<file path="src/pcs_pkg.sv">
/*
  Shared constants for the clock source control block: the layout of the
  synthesizer control word, divider decoding, source codes and timing.
  Assumes a single 200 MHz system clock drives every register.
*/
package pcs_pkg;

  // ---------------------------------------------
  // control word layout
  // ---------------------------------------------
  localparam int CTRL_W = 16;
  localparam int POWER_BIT = 15;
  localparam int SELECT_BIT = 14;
  localparam int LF_LSB = 8;
  localparam int LF_W = 4;
  localparam int NCODE_LSB = 5;
  localparam int NCODE_W = 3;
  localparam int MCODE_LSB = 0;
  localparam int MCODE_W = 5;
  localparam logic [CTRL_W-1:0] CTRL_RESET = 16'h0000;

  // ---------------------------------------------
  // divider coding
  // ---------------------------------------------
  localparam logic [NCODE_W-1:0] NCODE_ONE = 3'h7;
  localparam logic [5:0] M_OFFSET = 6'h02;
  localparam logic [3:0] N_OFFSET = 4'h2;
  localparam logic [3:0] N_MIN = 4'h1;

  // ---------------------------------------------
  // timing
  // ---------------------------------------------
  localparam int CLK_MHZ = 200;
  localparam int REF_TIMEOUT_NS = 2000;
  localparam int REF_TIMEOUT_CYC = (REF_TIMEOUT_NS * CLK_MHZ) / 1000;
  localparam int LOCK_WINDOWS = 8;
  localparam int SLOW_HALF_CYC = 32;

  // ---------------------------------------------
  // clock sources
  // ---------------------------------------------
  typedef enum logic [1:0] {
    PCS_SRC_REF,
    PCS_SRC_SYNTH,
    PCS_SRC_SLOW
  } pcs_src_e;

  function automatic logic [5:0] pcs_m_value(input logic [MCODE_W-1:0] code);
    pcs_m_value = {1'b0, code} + M_OFFSET;
  endfunction

  function automatic logic [3:0] pcs_n_value(input logic [NCODE_W-1:0] code);
    if (code == NCODE_ONE) begin
      pcs_n_value = N_MIN;
    end else begin
      pcs_n_value = {1'b0, code} + N_OFFSET;
    end
  endfunction

endpackage

</file>
<file path="src/pcs_lock_detect.sv">
/*
  Lock detector: counts synthesizer edges over a window of N reference
  edges and reports lock after several windows that each hold M edges.
  Assumes edge pulses already synchronised into the clk domain.
*/
`timescale 1ns/1ps
`default_nettype none

module pcs_lock_detect
  import pcs_pkg::*;
(
  input wire logic clk, // system clock
  input wire logic reset_n, // async reset, active low
  input wire logic active, // detection running
  input wire logic ref_rise, // reference edge pulse
  input wire logic vco_rise, // synthesizer edge pulse
  input wire logic [5:0] m_val, // feedback divide
  input wire logic [3:0] n_val, // input divide
  output logic lock_hit // one-cycle lock pulse
);

  // ---------------------------------------------
  // window counters
  // ---------------------------------------------
  logic [3:0] ref_cnt_q, ref_cnt_d;
  logic [5:0] vco_cnt_q, vco_cnt_d;
  logic [3:0] good_q, good_d;
  logic [15:0] idle_q, idle_d;
  logic win_end, win_ok, ref_lost;

  assign ref_lost = (idle_q >= 16'(REF_TIMEOUT_CYC));
  assign win_end = ref_rise && (ref_cnt_q + 4'h1 >= n_val);
  assign win_ok = (vco_cnt_q == m_val);
  assign lock_hit = active && win_end && win_ok
                    && (good_q == 4'(LOCK_WINDOWS - 1));

  always_comb begin
    ref_cnt_d = ref_cnt_q;
    vco_cnt_d = vco_cnt_q;
    good_d = good_q;
    idle_d = ref_rise ? 16'h0000 : (ref_lost ? idle_q : idle_q + 16'h0001);
    if (!active || ref_lost) begin
      ref_cnt_d = 4'h0;
      vco_cnt_d = 6'h00;
      good_d = 4'h0;
    end else begin
      if (vco_rise && vco_cnt_q != 6'h3f) begin
        vco_cnt_d = vco_cnt_q + 6'h01;
      end
      if (win_end) begin
        ref_cnt_d = 4'h0;
        vco_cnt_d = {5'h00, vco_rise};
        good_d = win_ok ? good_q + 4'h1 : 4'h0;
      end else if (ref_rise) begin
        ref_cnt_d = ref_cnt_q + 4'h1;
      end
    end
  end

  always_ff @(posedge clk or negedge reset_n) begin
    if (!reset_n) begin
      ref_cnt_q <= 4'h0;
      vco_cnt_q <= 6'h00;
      good_q <= 4'h0;
      idle_q <= 16'h0000;
    end else begin
      ref_cnt_q <= ref_cnt_d;
      vco_cnt_q <= vco_cnt_d;
      good_q <= good_d;
      idle_q <= idle_d;
    end
  end

endmodule

`default_nettype wire

</file>
<file path="src/pcs_clock_source.sv">
/*
  Processor clock source control: synthesizer control word, lock flag,
  ring oscillator and a glitch-free switch between reference, synthesizer
  half rate and slow oscillator. Assumes reference and synthesizer clocks
  arrive as pins far slower than clk; power control bits come from logic
  on clk.
*/
// What this block does
// - choose reference, synthesizer or slow oscillator
// - run from reference after powerup
// - power control overrides synthesizer selection
// - no synthesizer lock without reference edges
// - set lock, then stop detecting until cleared
// - select moves to half synthesizer rate, glitch-free
// - any control write clears the lock flag
// - synthesizer tracks held divider settings continuously
// - synthesizer rate is reference times M over N
// - M code is M-2; N code 7 or N-2
// - power bit zero powers synthesizer down
// - select zero gives 1X reference copy
// - control word clears to zero on reset
// - switch synchronous, old rate until done
// - switch to synthesizer in 1 to N+2 cycles
// - switch back in M/N+1 to M+M/N+1 cycles
// - slow select uses ring oscillator, off once the active source leaves it
`timescale 1ns/1ps
`default_nettype none

module pcs_clock_source
  import pcs_pkg::*;
(
  input wire logic clk, // system clock
  input wire logic reset_n, // async reset, active low
  input wire logic ctrl_write, // control word write strobe
  input wire logic [CTRL_W-1:0] ctrl_wdata, // control word write data
  output logic [CTRL_W-1:0] ctrl_rdata, // control word readback
  input wire logic slow_osc_select, // force ring oscillator source
  input wire logic clocks_stop, // stop processor clock
  input wire logic ref_clock_in, // reference clock pin
  input wire logic vco_clock_in, // synthesizer oscillator pin
  output logic synth_power_on, // synthesizer power enable
  output logic synth_source_select, // synthesizer selected bit
  output logic [MCODE_W-1:0] feedback_div_code, // M code to synthesizer
  output logic [NCODE_W-1:0] input_div_code, // N code to synthesizer
  output logic [LF_W-1:0] loop_filter_code, // loop filter code
  output logic lock_flag, // synthesizer locked
  output logic slow_osc_power, // ring oscillator running
  output logic proc_clock, // internal processor clock
  output logic clock_output_pin, // clock output pin
  output logic switch_busy, // source change in progress
  output logic [1:0] active_source // source now driving clock
);

  // ---------------------------------------------
  // pin synchronisers and edge pulses
  // ---------------------------------------------
  logic ref_s1_q, ref_s2_q, ref_s3_q;
  logic vco_s1_q, vco_s2_q, vco_s3_q;
  logic ref_rise, vco_rise;
  logic [CTRL_W-1:0] ctrl_q;
  pcs_src_e cur_src_q;

  always_ff @(posedge clk or negedge reset_n) begin
    if (!reset_n) begin
      ref_s1_q <= 1'b0;
      ref_s2_q <= 1'b0;
      ref_s3_q <= 1'b0;
      vco_s1_q <= 1'b0;
      vco_s2_q <= 1'b0;
      vco_s3_q <= 1'b0;
    end else begin
      ref_s1_q <= ref_clock_in;
      ref_s2_q <= ref_s1_q;
      ref_s3_q <= ref_s2_q;
      vco_s1_q <= vco_clock_in;
      vco_s2_q <= vco_s1_q;
      vco_s3_q <= vco_s2_q;
    end
  end

  assign ref_rise = ref_s2_q && !ref_s3_q;
  assign vco_rise = vco_s2_q && !vco_s3_q && ctrl_q[POWER_BIT];

  // ---------------------------------------------
  // control word and lock flag
  // ---------------------------------------------
  logic lock_q, lock_d, lock_hit;
  logic [5:0] m_val;
  logic [3:0] n_val;

  assign m_val = pcs_m_value(ctrl_q[MCODE_LSB +: MCODE_W]);
  assign n_val = pcs_n_value(ctrl_q[NCODE_LSB +: NCODE_W]);

  // detection is idle while locked, until a write clears the flag
  always_comb begin
    lock_d = lock_q;
    if (ctrl_write) begin
      lock_d = 1'b0;
    end
    if (lock_hit) begin
      lock_d = 1'b1;
    end
  end

  always_ff @(posedge clk or negedge reset_n) begin
    if (!reset_n) begin
      ctrl_q <= CTRL_RESET;
      lock_q <= 1'b0;
    end else begin
      if (ctrl_write) begin
        ctrl_q <= ctrl_wdata;
      end
      lock_q <= lock_d;
    end
  end

  // synthesizer follows whatever divider settings are held
  pcs_lock_detect u_lock (
    .clk(clk),
    .reset_n(reset_n),
    .active(ctrl_q[POWER_BIT] && !lock_q && !ctrl_write),
    .ref_rise(ref_rise),
    .vco_rise(vco_rise),
    .m_val(m_val),
    .n_val(n_val),
    .lock_hit(lock_hit)
  );

  assign ctrl_rdata = ctrl_q;
  assign synth_power_on = ctrl_q[POWER_BIT];
  assign synth_source_select = ctrl_q[SELECT_BIT];
  assign feedback_div_code = ctrl_q[MCODE_LSB +: MCODE_W];
  assign input_div_code = ctrl_q[NCODE_LSB +: NCODE_W];
  assign loop_filter_code = ctrl_q[LF_LSB +: LF_W];
  assign lock_flag = lock_q;

  // ---------------------------------------------
  // source levels
  // ---------------------------------------------
  logic vco_half_q;
  logic [5:0] slow_cnt_q;
  logic slow_lvl_q;
  logic slow_run;

  // ring oscillator runs while selected and until cur_src_q leaves PCS_SRC_SLOW, before the switch away is done
  assign slow_run = slow_osc_select || (cur_src_q == PCS_SRC_SLOW);

  always_ff @(posedge clk or negedge reset_n) begin
    if (!reset_n) begin
      vco_half_q <= 1'b0;
      slow_cnt_q <= 6'h00;
      slow_lvl_q <= 1'b0;
    end else begin
      if (vco_rise) begin
        vco_half_q <= !vco_half_q;
      end
      if (!slow_run) begin
        slow_cnt_q <= 6'h00;
        slow_lvl_q <= 1'b0;
      end else if (slow_cnt_q == 6'(SLOW_HALF_CYC - 1)) begin
        slow_cnt_q <= 6'h00;
        slow_lvl_q <= !slow_lvl_q;
      end else begin
        slow_cnt_q <= slow_cnt_q + 6'h01;
      end
    end
  end

  assign slow_osc_power = slow_run;

  // ---------------------------------------------
  // glitch-free source switch
  // ---------------------------------------------
  typedef enum logic [1:0] {
    PCS_SW_RUN,
    PCS_SW_DRAIN,
    PCS_SW_ARM
  } pcs_sw_e;

  pcs_sw_e sw_q, sw_d;
  pcs_src_e cur_src_d, want_src;
  logic cur_lvl, new_lvl;
  logic gate_q, gate_d;
  logic clk_q, clk_d;

  function automatic logic pcs_level(input pcs_src_e src, input logic r,
                                     input logic v, input logic s);
    case (src)
      PCS_SRC_SYNTH: pcs_level = v;
      PCS_SRC_SLOW: pcs_level = s;
      default: pcs_level = r;
    endcase
  endfunction

  // power control has priority over the synthesizer select
  assign want_src = slow_osc_select ? PCS_SRC_SLOW :
                    ctrl_q[SELECT_BIT] ? PCS_SRC_SYNTH :
                    PCS_SRC_REF;
  assign cur_lvl = pcs_level(cur_src_q, ref_s2_q, vco_half_q, slow_lvl_q);
  assign new_lvl = pcs_level(want_src, ref_s2_q, vco_half_q, slow_lvl_q);

  // old source keeps running until its low phase, then the new one
  // is picked up at its own low phase, so no short pulse appears
  always_comb begin
    sw_d = sw_q;
    cur_src_d = cur_src_q;
    case (sw_q)
      PCS_SW_RUN: begin
        if (want_src != cur_src_q) begin
          sw_d = PCS_SW_DRAIN;
        end
      end
      PCS_SW_DRAIN: begin
        if (!cur_lvl) begin
          cur_src_d = want_src;
          sw_d = PCS_SW_ARM;
        end
      end
      PCS_SW_ARM: begin
        if (want_src != cur_src_q) begin
          sw_d = PCS_SW_DRAIN;
        end else if (!cur_lvl) begin
          sw_d = PCS_SW_RUN;
        end
      end
      default: begin
        sw_d = PCS_SW_RUN;
      end
    endcase
  end

  // stop gate opens and closes only while the source is low
  assign gate_d = cur_lvl ? gate_q : !clocks_stop;

  always_comb begin
    clk_d = 1'b0;
    case (sw_q)
      PCS_SW_RUN: clk_d = cur_lvl && gate_q;
      PCS_SW_DRAIN: clk_d = clk_q && cur_lvl;
      PCS_SW_ARM: clk_d = 1'b0;
      default: clk_d = 1'b0;
    endcase
  end

  always_ff @(posedge clk or negedge reset_n) begin
    if (!reset_n) begin
      sw_q <= PCS_SW_RUN;
      cur_src_q <= PCS_SRC_REF;
      gate_q <= 1'b1;
      clk_q <= 1'b0;
    end else begin
      sw_q <= sw_d;
      cur_src_q <= cur_src_d;
      gate_q <= gate_d;
      clk_q <= clk_d;
    end
  end

  assign proc_clock = clk_q;
  assign clock_output_pin = clk_q;
  assign switch_busy = (sw_q != PCS_SW_RUN);
  assign active_source = cur_src_q;

endmodule

`default_nettype wire

</file>
<file path="config.mk">
export PLATFORM = sky130hd
export DESIGN_NAME = pcs_clock_source
export DESIGN_NICKNAME = d
export VERILOG_FILES = /design/src/pcs_pkg.sv /design/src/pcs_lock_detect.sv /design/src/pcs_clock_source.sv
export SDC_FILE = /design/constraint.sdc
export NUM_CORES = 1
export LEC_CHECK = 0
export ABC_AREA = 1
export BUFFER_PORTS_ARGS = -buffer_cell sky130_fd_sc_hd__buf_2
export CAP_MARGIN = 25
export CELL_PAD_IN_SITES_DETAIL_PLACEMENT = 0
export CELL_PAD_IN_SITES_GLOBAL_PLACEMENT = 1
export CORE_MARGIN = 3
export CORE_UTILIZATION = 41
export CTS_CLUSTER_DIAMETER = 120
export DETAILED_ROUTE_END_ITERATION = 8
export PLACE_DENSITY_LB_ADDON = 0.08
export RECOVER_POWER = 50
export SYNTH_ARGS = -nofsm -noshare
export SYNTH_HDL_FRONTEND = slang
export SYNTH_SLANG_ARGS = --single-unit
</file>
<file path="constraint.sdc">
create_clock -name clk -period 2.1 [get_ports clk]
set_input_delay 0.21 -clock clk [delete_from_list [all_inputs] [get_ports clk]]
set_output_delay 0.21 -clock clk [all_outputs]
set_load 0.02 [all_outputs]
</file>
* After elaboration in Yosys (flattened, before gate mapping)
Cells that the tools add are included.
** Storage, ports and cells
- Output and inout bits :: 37
- Word-level logic and storage cells :: 101
- Register bits :: 67
- Input bits :: 23
** Operators by class
- Multiplexer cells :: 27
- Add/sub/neg operators :: 7
- Bitwise operators :: 1
- Magnitude comparators :: 2
- Reduce and logical (&&, ||, !) cells :: 30
- Equality and inequality tests :: 15
** Operator list (count)
- 16-bit 2-to-1 mux :: 2
- 6-bit 2-to-1 mux :: 5
- 4-bit 2-to-1 mux :: 7
- 16-bit by 1-bit adder with 16-bit output, second input constant :: 1
- 16-bit by 9-bit greater-or-equal comparator with 1-bit output, second input constant :: 1
- 6-bit by 1-bit adder with 6-bit output, second input constant :: 2
- 1-bit logical AND :: 12
- 2-bit 2-to-1 mux :: 5
- 4-bit by 1-bit adder with 4-bit output, second input constant :: 2
- 1-bit zero test :: 8
- 5-bit by 2-bit adder with 6-bit output, second input constant :: 1
- 6-bit by 5-bit equality test with 1-bit output, second input constant :: 1
- 6-bit equality test :: 1
- 6-bit inequality test, second input constant :: 1
- 2-bit one-hot mux with 3 select lines :: 1
- 2-bit nonzero test :: 3
- 3-bit nonzero test :: 2
- 1-bit 2-to-1 mux :: 5
- 3-bit by 2-bit adder with 4-bit output, second input constant :: 1
- 2-bit by 1-bit equality test with 1-bit output, second input constant :: 2
- 2-bit equality test, second input constant :: 2
- 4-bit by 3-bit equality test with 1-bit output, second input constant :: 1
- 4-bit greater-or-equal comparator :: 1
- 2-bit by 1-bit inequality test with 1-bit output, second input constant :: 2
- 10 further kinds :: 13

* Depth between registers and ports, before layout
- Depth after elaboration :: 8
- Gate-level depth with buffers :: 13
- Depth with buffers taken out :: 13

* By module
Synthesis repeated with hierarchy kept, for this count alone.
** Second synthesis, totals
- Cells, all modules :: 437
- Area total of the unflattened synthesis :: 3527.1 um^2
** Modules (own cells, without submodules)
- pcs_lock_detect :: sequential area each 750.7 um^2, area each 1771.7 um^2, times used 1, cells each 236
- pcs_clock_source :: sequential area each 927.1 um^2, area each 1755.4 um^2, times used 1, cells each 201

* Worst setup path after synthesis
Ideal clock, no wire load.
- Path type :: register to register
- Start :: register ctrl_q[6] (netlist: ctrl_rdata[6])
- End :: register u_lock.good_q[3]
- Arrival time :: 1725 ps
- Data required time :: 1987 ps
- Setup slack :: 262 ps
- Path buffers :: 0
- Setup time :: 113 ps
- Period minus slack after synthesis :: 1838 ps
- Cell stages (with the launch flop) :: 14
- Path through :: dfrtp_1 > ha_1 > inv_1 > ha_1 > nand2_1 > inv_1 > nand3_1 > nand3_1 > nand2_1 > nand2_4 > nand2_1 > nand2_1 > nand2_1 > inv_1
** Between the ends
- Word-level cells in the longest chain between the ends :: 5
- Elaborated cells between the ends (all ways) :: 6
- Those cells by class :: add/sub: 1; order compare: 1; eq/ne: 1; mux: 1; reduce/logical: 2
** Ends and longest elaborated chain
- from (decl) :: line pcs_clock_source.sv:60 : logic [CTRL_W-1:0] ctrl_q;
- from (signal assigned) :: line pcs_clock_source.sv:111 : ctrl_q <= ctrl_wdata;
- 3-bit by 2-bit adder with 4-bit output or 3-bit equality test (tied branches) :: line pcs_pkg.sv:56, pcs_pkg.sv:53
- 4-bit 2-to-1 mux * :: line pcs_pkg.sv:53 : if (code == NCODE_ONE) begin
- 4-bit greater-or-equal comparator * :: line pcs_lock_detect.sv:32 : assign win_end = ref_rise && (ref_cnt_q + 4'h1 >= n_val);
- 1-bit logical AND * :: line pcs_lock_detect.sv:32
- 2-bit nonzero test (no source line) *
- to (signal assigned) :: line pcs_lock_detect.sv:69 : good_q <= good_d;
- to (decl) :: line pcs_lock_detect.sv:27 : logic [3:0] good_q, good_d;
Every way passes the cells marked *; elsewhere a longest branch is shown, timed or not.
A chain may end at the register's enable or synchronous reset.

* Worst setup path in the final report
- Start :: register u_lock.ref_cnt_q[0]
- End :: register u_lock.good_q[1]
** Between the ends
- Word-level cells in the longest chain between the ends :: 4
** Ends and longest elaborated chain
- from (decl) :: line pcs_lock_detect.sv:25 : logic [3:0] ref_cnt_q, ref_cnt_d;
- from (signal assigned) :: line pcs_lock_detect.sv:67 : ref_cnt_q <= ref_cnt_d;
- 4-bit by 1-bit adder with 4-bit output :: line pcs_lock_detect.sv:32
- 4-bit greater-or-equal comparator :: line pcs_lock_detect.sv:32
- 1-bit logical AND :: line pcs_lock_detect.sv:32
- 2-bit nonzero test (no source line)
Every way passes these cells.

==> flow_metrics.py <==
metrics = {
    "clock_network": {
        "cts-buffers-inserted": 9,
        "clock_sinks": 67,
        "clock_latency_ps": 340,
        "clock-root-buffer": "clkbuf_8",
        "clkTransAtPathRegs_ps": 80,
        "clockBufferDepth": 2,
        "cts_max_level": 3,
        "cts_tree": "done",
    },
    "drt": {
        "routedWlPerCell_um": 11.6,
        "vias": 2604,
        "antenna_left": 0,
        "via_per_inst": 4.60,
        "drt_iter0_drc": 73,
        "drt-total-wl_um": 6580,
        "drc": 0,
        "dr.pass1.iters": 4,
    },
    "final_layout": {
        "layout_commonest_cell": "nand2_1",
        "antenna_cells": 0,
        "layout.nets": 496,
        "mostFrequentLayoutCells": "nand2_1 (105), dfrtp_1 (66), inv_1 (52), buf_2 (51), nand3_1 (33)",
        "finalNonFillerCells": 566,
        "area_growth_pct": 16.2,
        "drive_gt1_share_pct": 19.4,
    },
    "setup_path": {
        "crit_required_ps": 2360,
        "cp_max_fo": 5,
        "r2r_start": "u_lock.ref_cnt_q[0]$_DFFE_PN0P_",
        "r2r_cells": 11,
        "worstSetupPathType": "flip-flop to flip-flop",
        "r2r_setup_slack_ps": 140,
        "arrival_ps": 2210,
        "worst_setup_path_start_kind": "flip-flop",
        "r2r_end": "u_lock.good_q[1]$_DFFE_PN0P_",
        "endpoint_kind": "flip-flop",
    },
    "timing": {
        "max_slew_margin_pct": 6.71,
        "finalSetupViolations": 0,
        "fmax_mhz": 511,
        "finalCritPeriodShare_pct": 93.2,
        "skew_ps": 13.6,
        "setup_tns_ps": 0,
        "worst_slew_pin_slew_ps": 1400,
        "fin_crit_ps": 1960,
        "grt_setup_unrepaired": "false",
        "maxSlewViolCount": 0,
        "hold_viol_final": 0,
    },
    "floorplanning": {
        "core_um2": 7890,
        "num_rows": 32,
        "fp.dieH_um": 96.9,
        "dieArea_um2": 9380,
        "die_w_um": 96.9,
        "start_util_pct": 42.9,
        "pin_count": 60,
    },
    "placement": {
        "dp_cells": 547,
        "place.detailed.hpwl_um": 4920,
        "numPortBuffers": 59,
        "gp_congestion": 0.779,
    },
    "synthesis": {
        "yosysSeqAreaShare_pct": 49.6,
        "avgSynthCellArea_um2": 8.42,
        "ys_types": 30,
        "yosys_warnings": 0,
        "synth_nets": 439,
        "synth-seq-cells": 67,
        "syn-cell-area_um2": 3390,
        "postSynthCellCount": 402,
    },
    "min_path": {
        "whs_path_depth": 2,
        "min_from": "clocks_stop",
        "holdPathEnd": "gate_q$_DFFE_PN1P_",
        "hp-class": "input port to flip-flop",
    },
    "global_route": {
        "grt_pass1_vias": 2517,
        "grt_first_pass_wirelength_um": 11500,
        "antenna_found_initial": 0,
        "grt_max_degree": 25,
        "grt_remaining_overflow": 0,
        "grt_usage_pct": 14.9,
    },
    "job": {
        "maxCapViolCount": 0,
    },
    "power": {
        "peakVddDrop_v": 0.000383,
        "p_leak_nw": 2.07,
        "powerDensity_nw_per_um2": 893,
    },
    "outcome": {
        "status": "completed",
    },
}
==> area by class of cell <==
| class | count | area [µm²] |
|---|---|---|
| Inverter | 56 | 210 |
| Timing Repair Buffer | 67 | 363 |
| Clock inverter | 5 | 62.6 |
| Sequential cell | 67 | 1680 |
| Multi-Input combinational cell | 258 | 1350 |
| Tap cell | 102 | 128 |
| Clock buffer | 11 | 141 |
| Fill cell | 782 | 3950 |
==> critical path, stage by stage (launching register included) <==
cell	delay, ps
dfrtp_1	430
ha_1	230
xor2_1	150
ha_1	280
nand2_1	50
inv_1	60
nand3_1	60
nand3_1	100
nand2_2	100
inv_1	100
nand3_1	130
o21ai_0	170
==> metrics by stage <==
| step | utilization, % | total power (W) | area, µm² | setup WS, ps | hold slack, ps |
|---|---|---|---|---|---|
| after floorplan | - | 0.00222 | 3390 | 262 | -85.6 |
| after global placement | 47.1 | 0.00244 | 3720 | 176 | 243 |
| after detailed placement | 47.1 | 0.00246 | 3720 | 122 | 248 |
| after CTS | 50.1 | 0.00358 | 3950 | 80.7 | 22.8 |
| after global routing | 49.9 | 0.00377 | 3940 | 12.4 | 46.5 |
| final | 49.9 | 0.00352 | 3940 | 143 | 38.7 |
==> how the worst max path moves through the flow <==
stage,end,start,cells past startpoint
after floorplan,u_lock.good_q[3]$_DFFE_PN0P_,ctrl_rdata[6]$_DFFE_PN0P_,13
after global placement,u_lock.good_q[3]$_DFFE_PN0P_,u_lock.ref_cnt_q[0]$_DFFE_PN0P_,12
after detailed placement,u_lock.ref_cnt_q[2]$_DFFE_PN0P_,u_lock.ref_cnt_q[0]$_DFFE_PN0P_,12
after CTS,lock_flag$_DFFE_PN0P_,u_lock.ref_cnt_q[0]$_DFFE_PN0P_,11
after global routing,lock_flag$_DFFE_PN0P_,u_lock.ref_cnt_q[0]$_DFFE_PN0P_,11
final,u_lock.good_q[1]$_DFFE_PN0P_,u_lock.ref_cnt_q[0]$_DFFE_PN0P_,11
==> routing by layer <==
layer / up-vias / routed length [µm] / GRT usage (%)
met2: 42 / 3070 / 23.9
met1: 1183 / 3190 / 19.4
met3: 10 / 243 / 3.03
li1: 1369 / - / -
met4: 0 / 89 / 6.48
met5: - / 0 / 0
==> cell families (layout without fill, tap and decap cells) <==
| kind of cell | after synthesis | count (layout) | synth area share [%] |
|---|---|---|---|
| AO/OA/AOI/OAI | 38 | 38 | 5.84 |
| XOR/XNOR | 12 | 12 | 3.10 |
| adder cells (fa/ha/maj) | 14 | 14 | 5.17 |
| buffers and inverters | 77 | 139 | 10.4 |
| flip-flops | 67 | 67 | 49.6 |
| AND/OR/NAND/NOR | 194 | 194 | 25.9 |
==> sequential cells by signal, indices dropped and copies added (netlist names), 2 cells and up <==
signal / flops
active_source: 2
ctrl_rdata: 16
slow_cnt_q: 6
sw_q: 2
u_lock.good_q: 4
u_lock.idle_q: 16
u_lock.ref_cnt_q: 4
u_lock.vco_cnt_q: 6
==> power by group <==
part           internal [W]  leakage, nW  switching [W]  total [W]
clock network      0.000585       0.0957       0.000508    0.00109
logic              0.000296         1.10       0.000527   0.000824
registers           0.00146        0.871       0.000136    0.00160
==> cells in the mapped netlist (all sizes together) <==
cell,instances,area [µm²]
nand2,109,427
and3,1,6.26
or2,1,6.26
dfstp,1,26.3
nor3,4,25.0
nand3,34,175
o31ai,3,22.5
xor2,6,52.6
nand4,4,25.0
buf,16,124
nor4,1,12.5
o21ai,25,125
clkbuf,5,18.8
xnor2,6,52.6
ha,14,175
dfrtp,66,1650
nor3b,4,35.0
a21oi,10,50.1
nor2,36,165
inv,56,210
==> timing repair <==
| item | 4_1_cts | 5_1_grt |
|---|---|---|
| hold buffers | 3 | 0 |
| hold endpoints to repair | 23 | 0 |
| endpoints found under the setup margin | 0 | 6 |
| buffers inserted | 0 | 0 |
| resized for setup | 0 | 3 |
(Power assumes the default switching activity.)
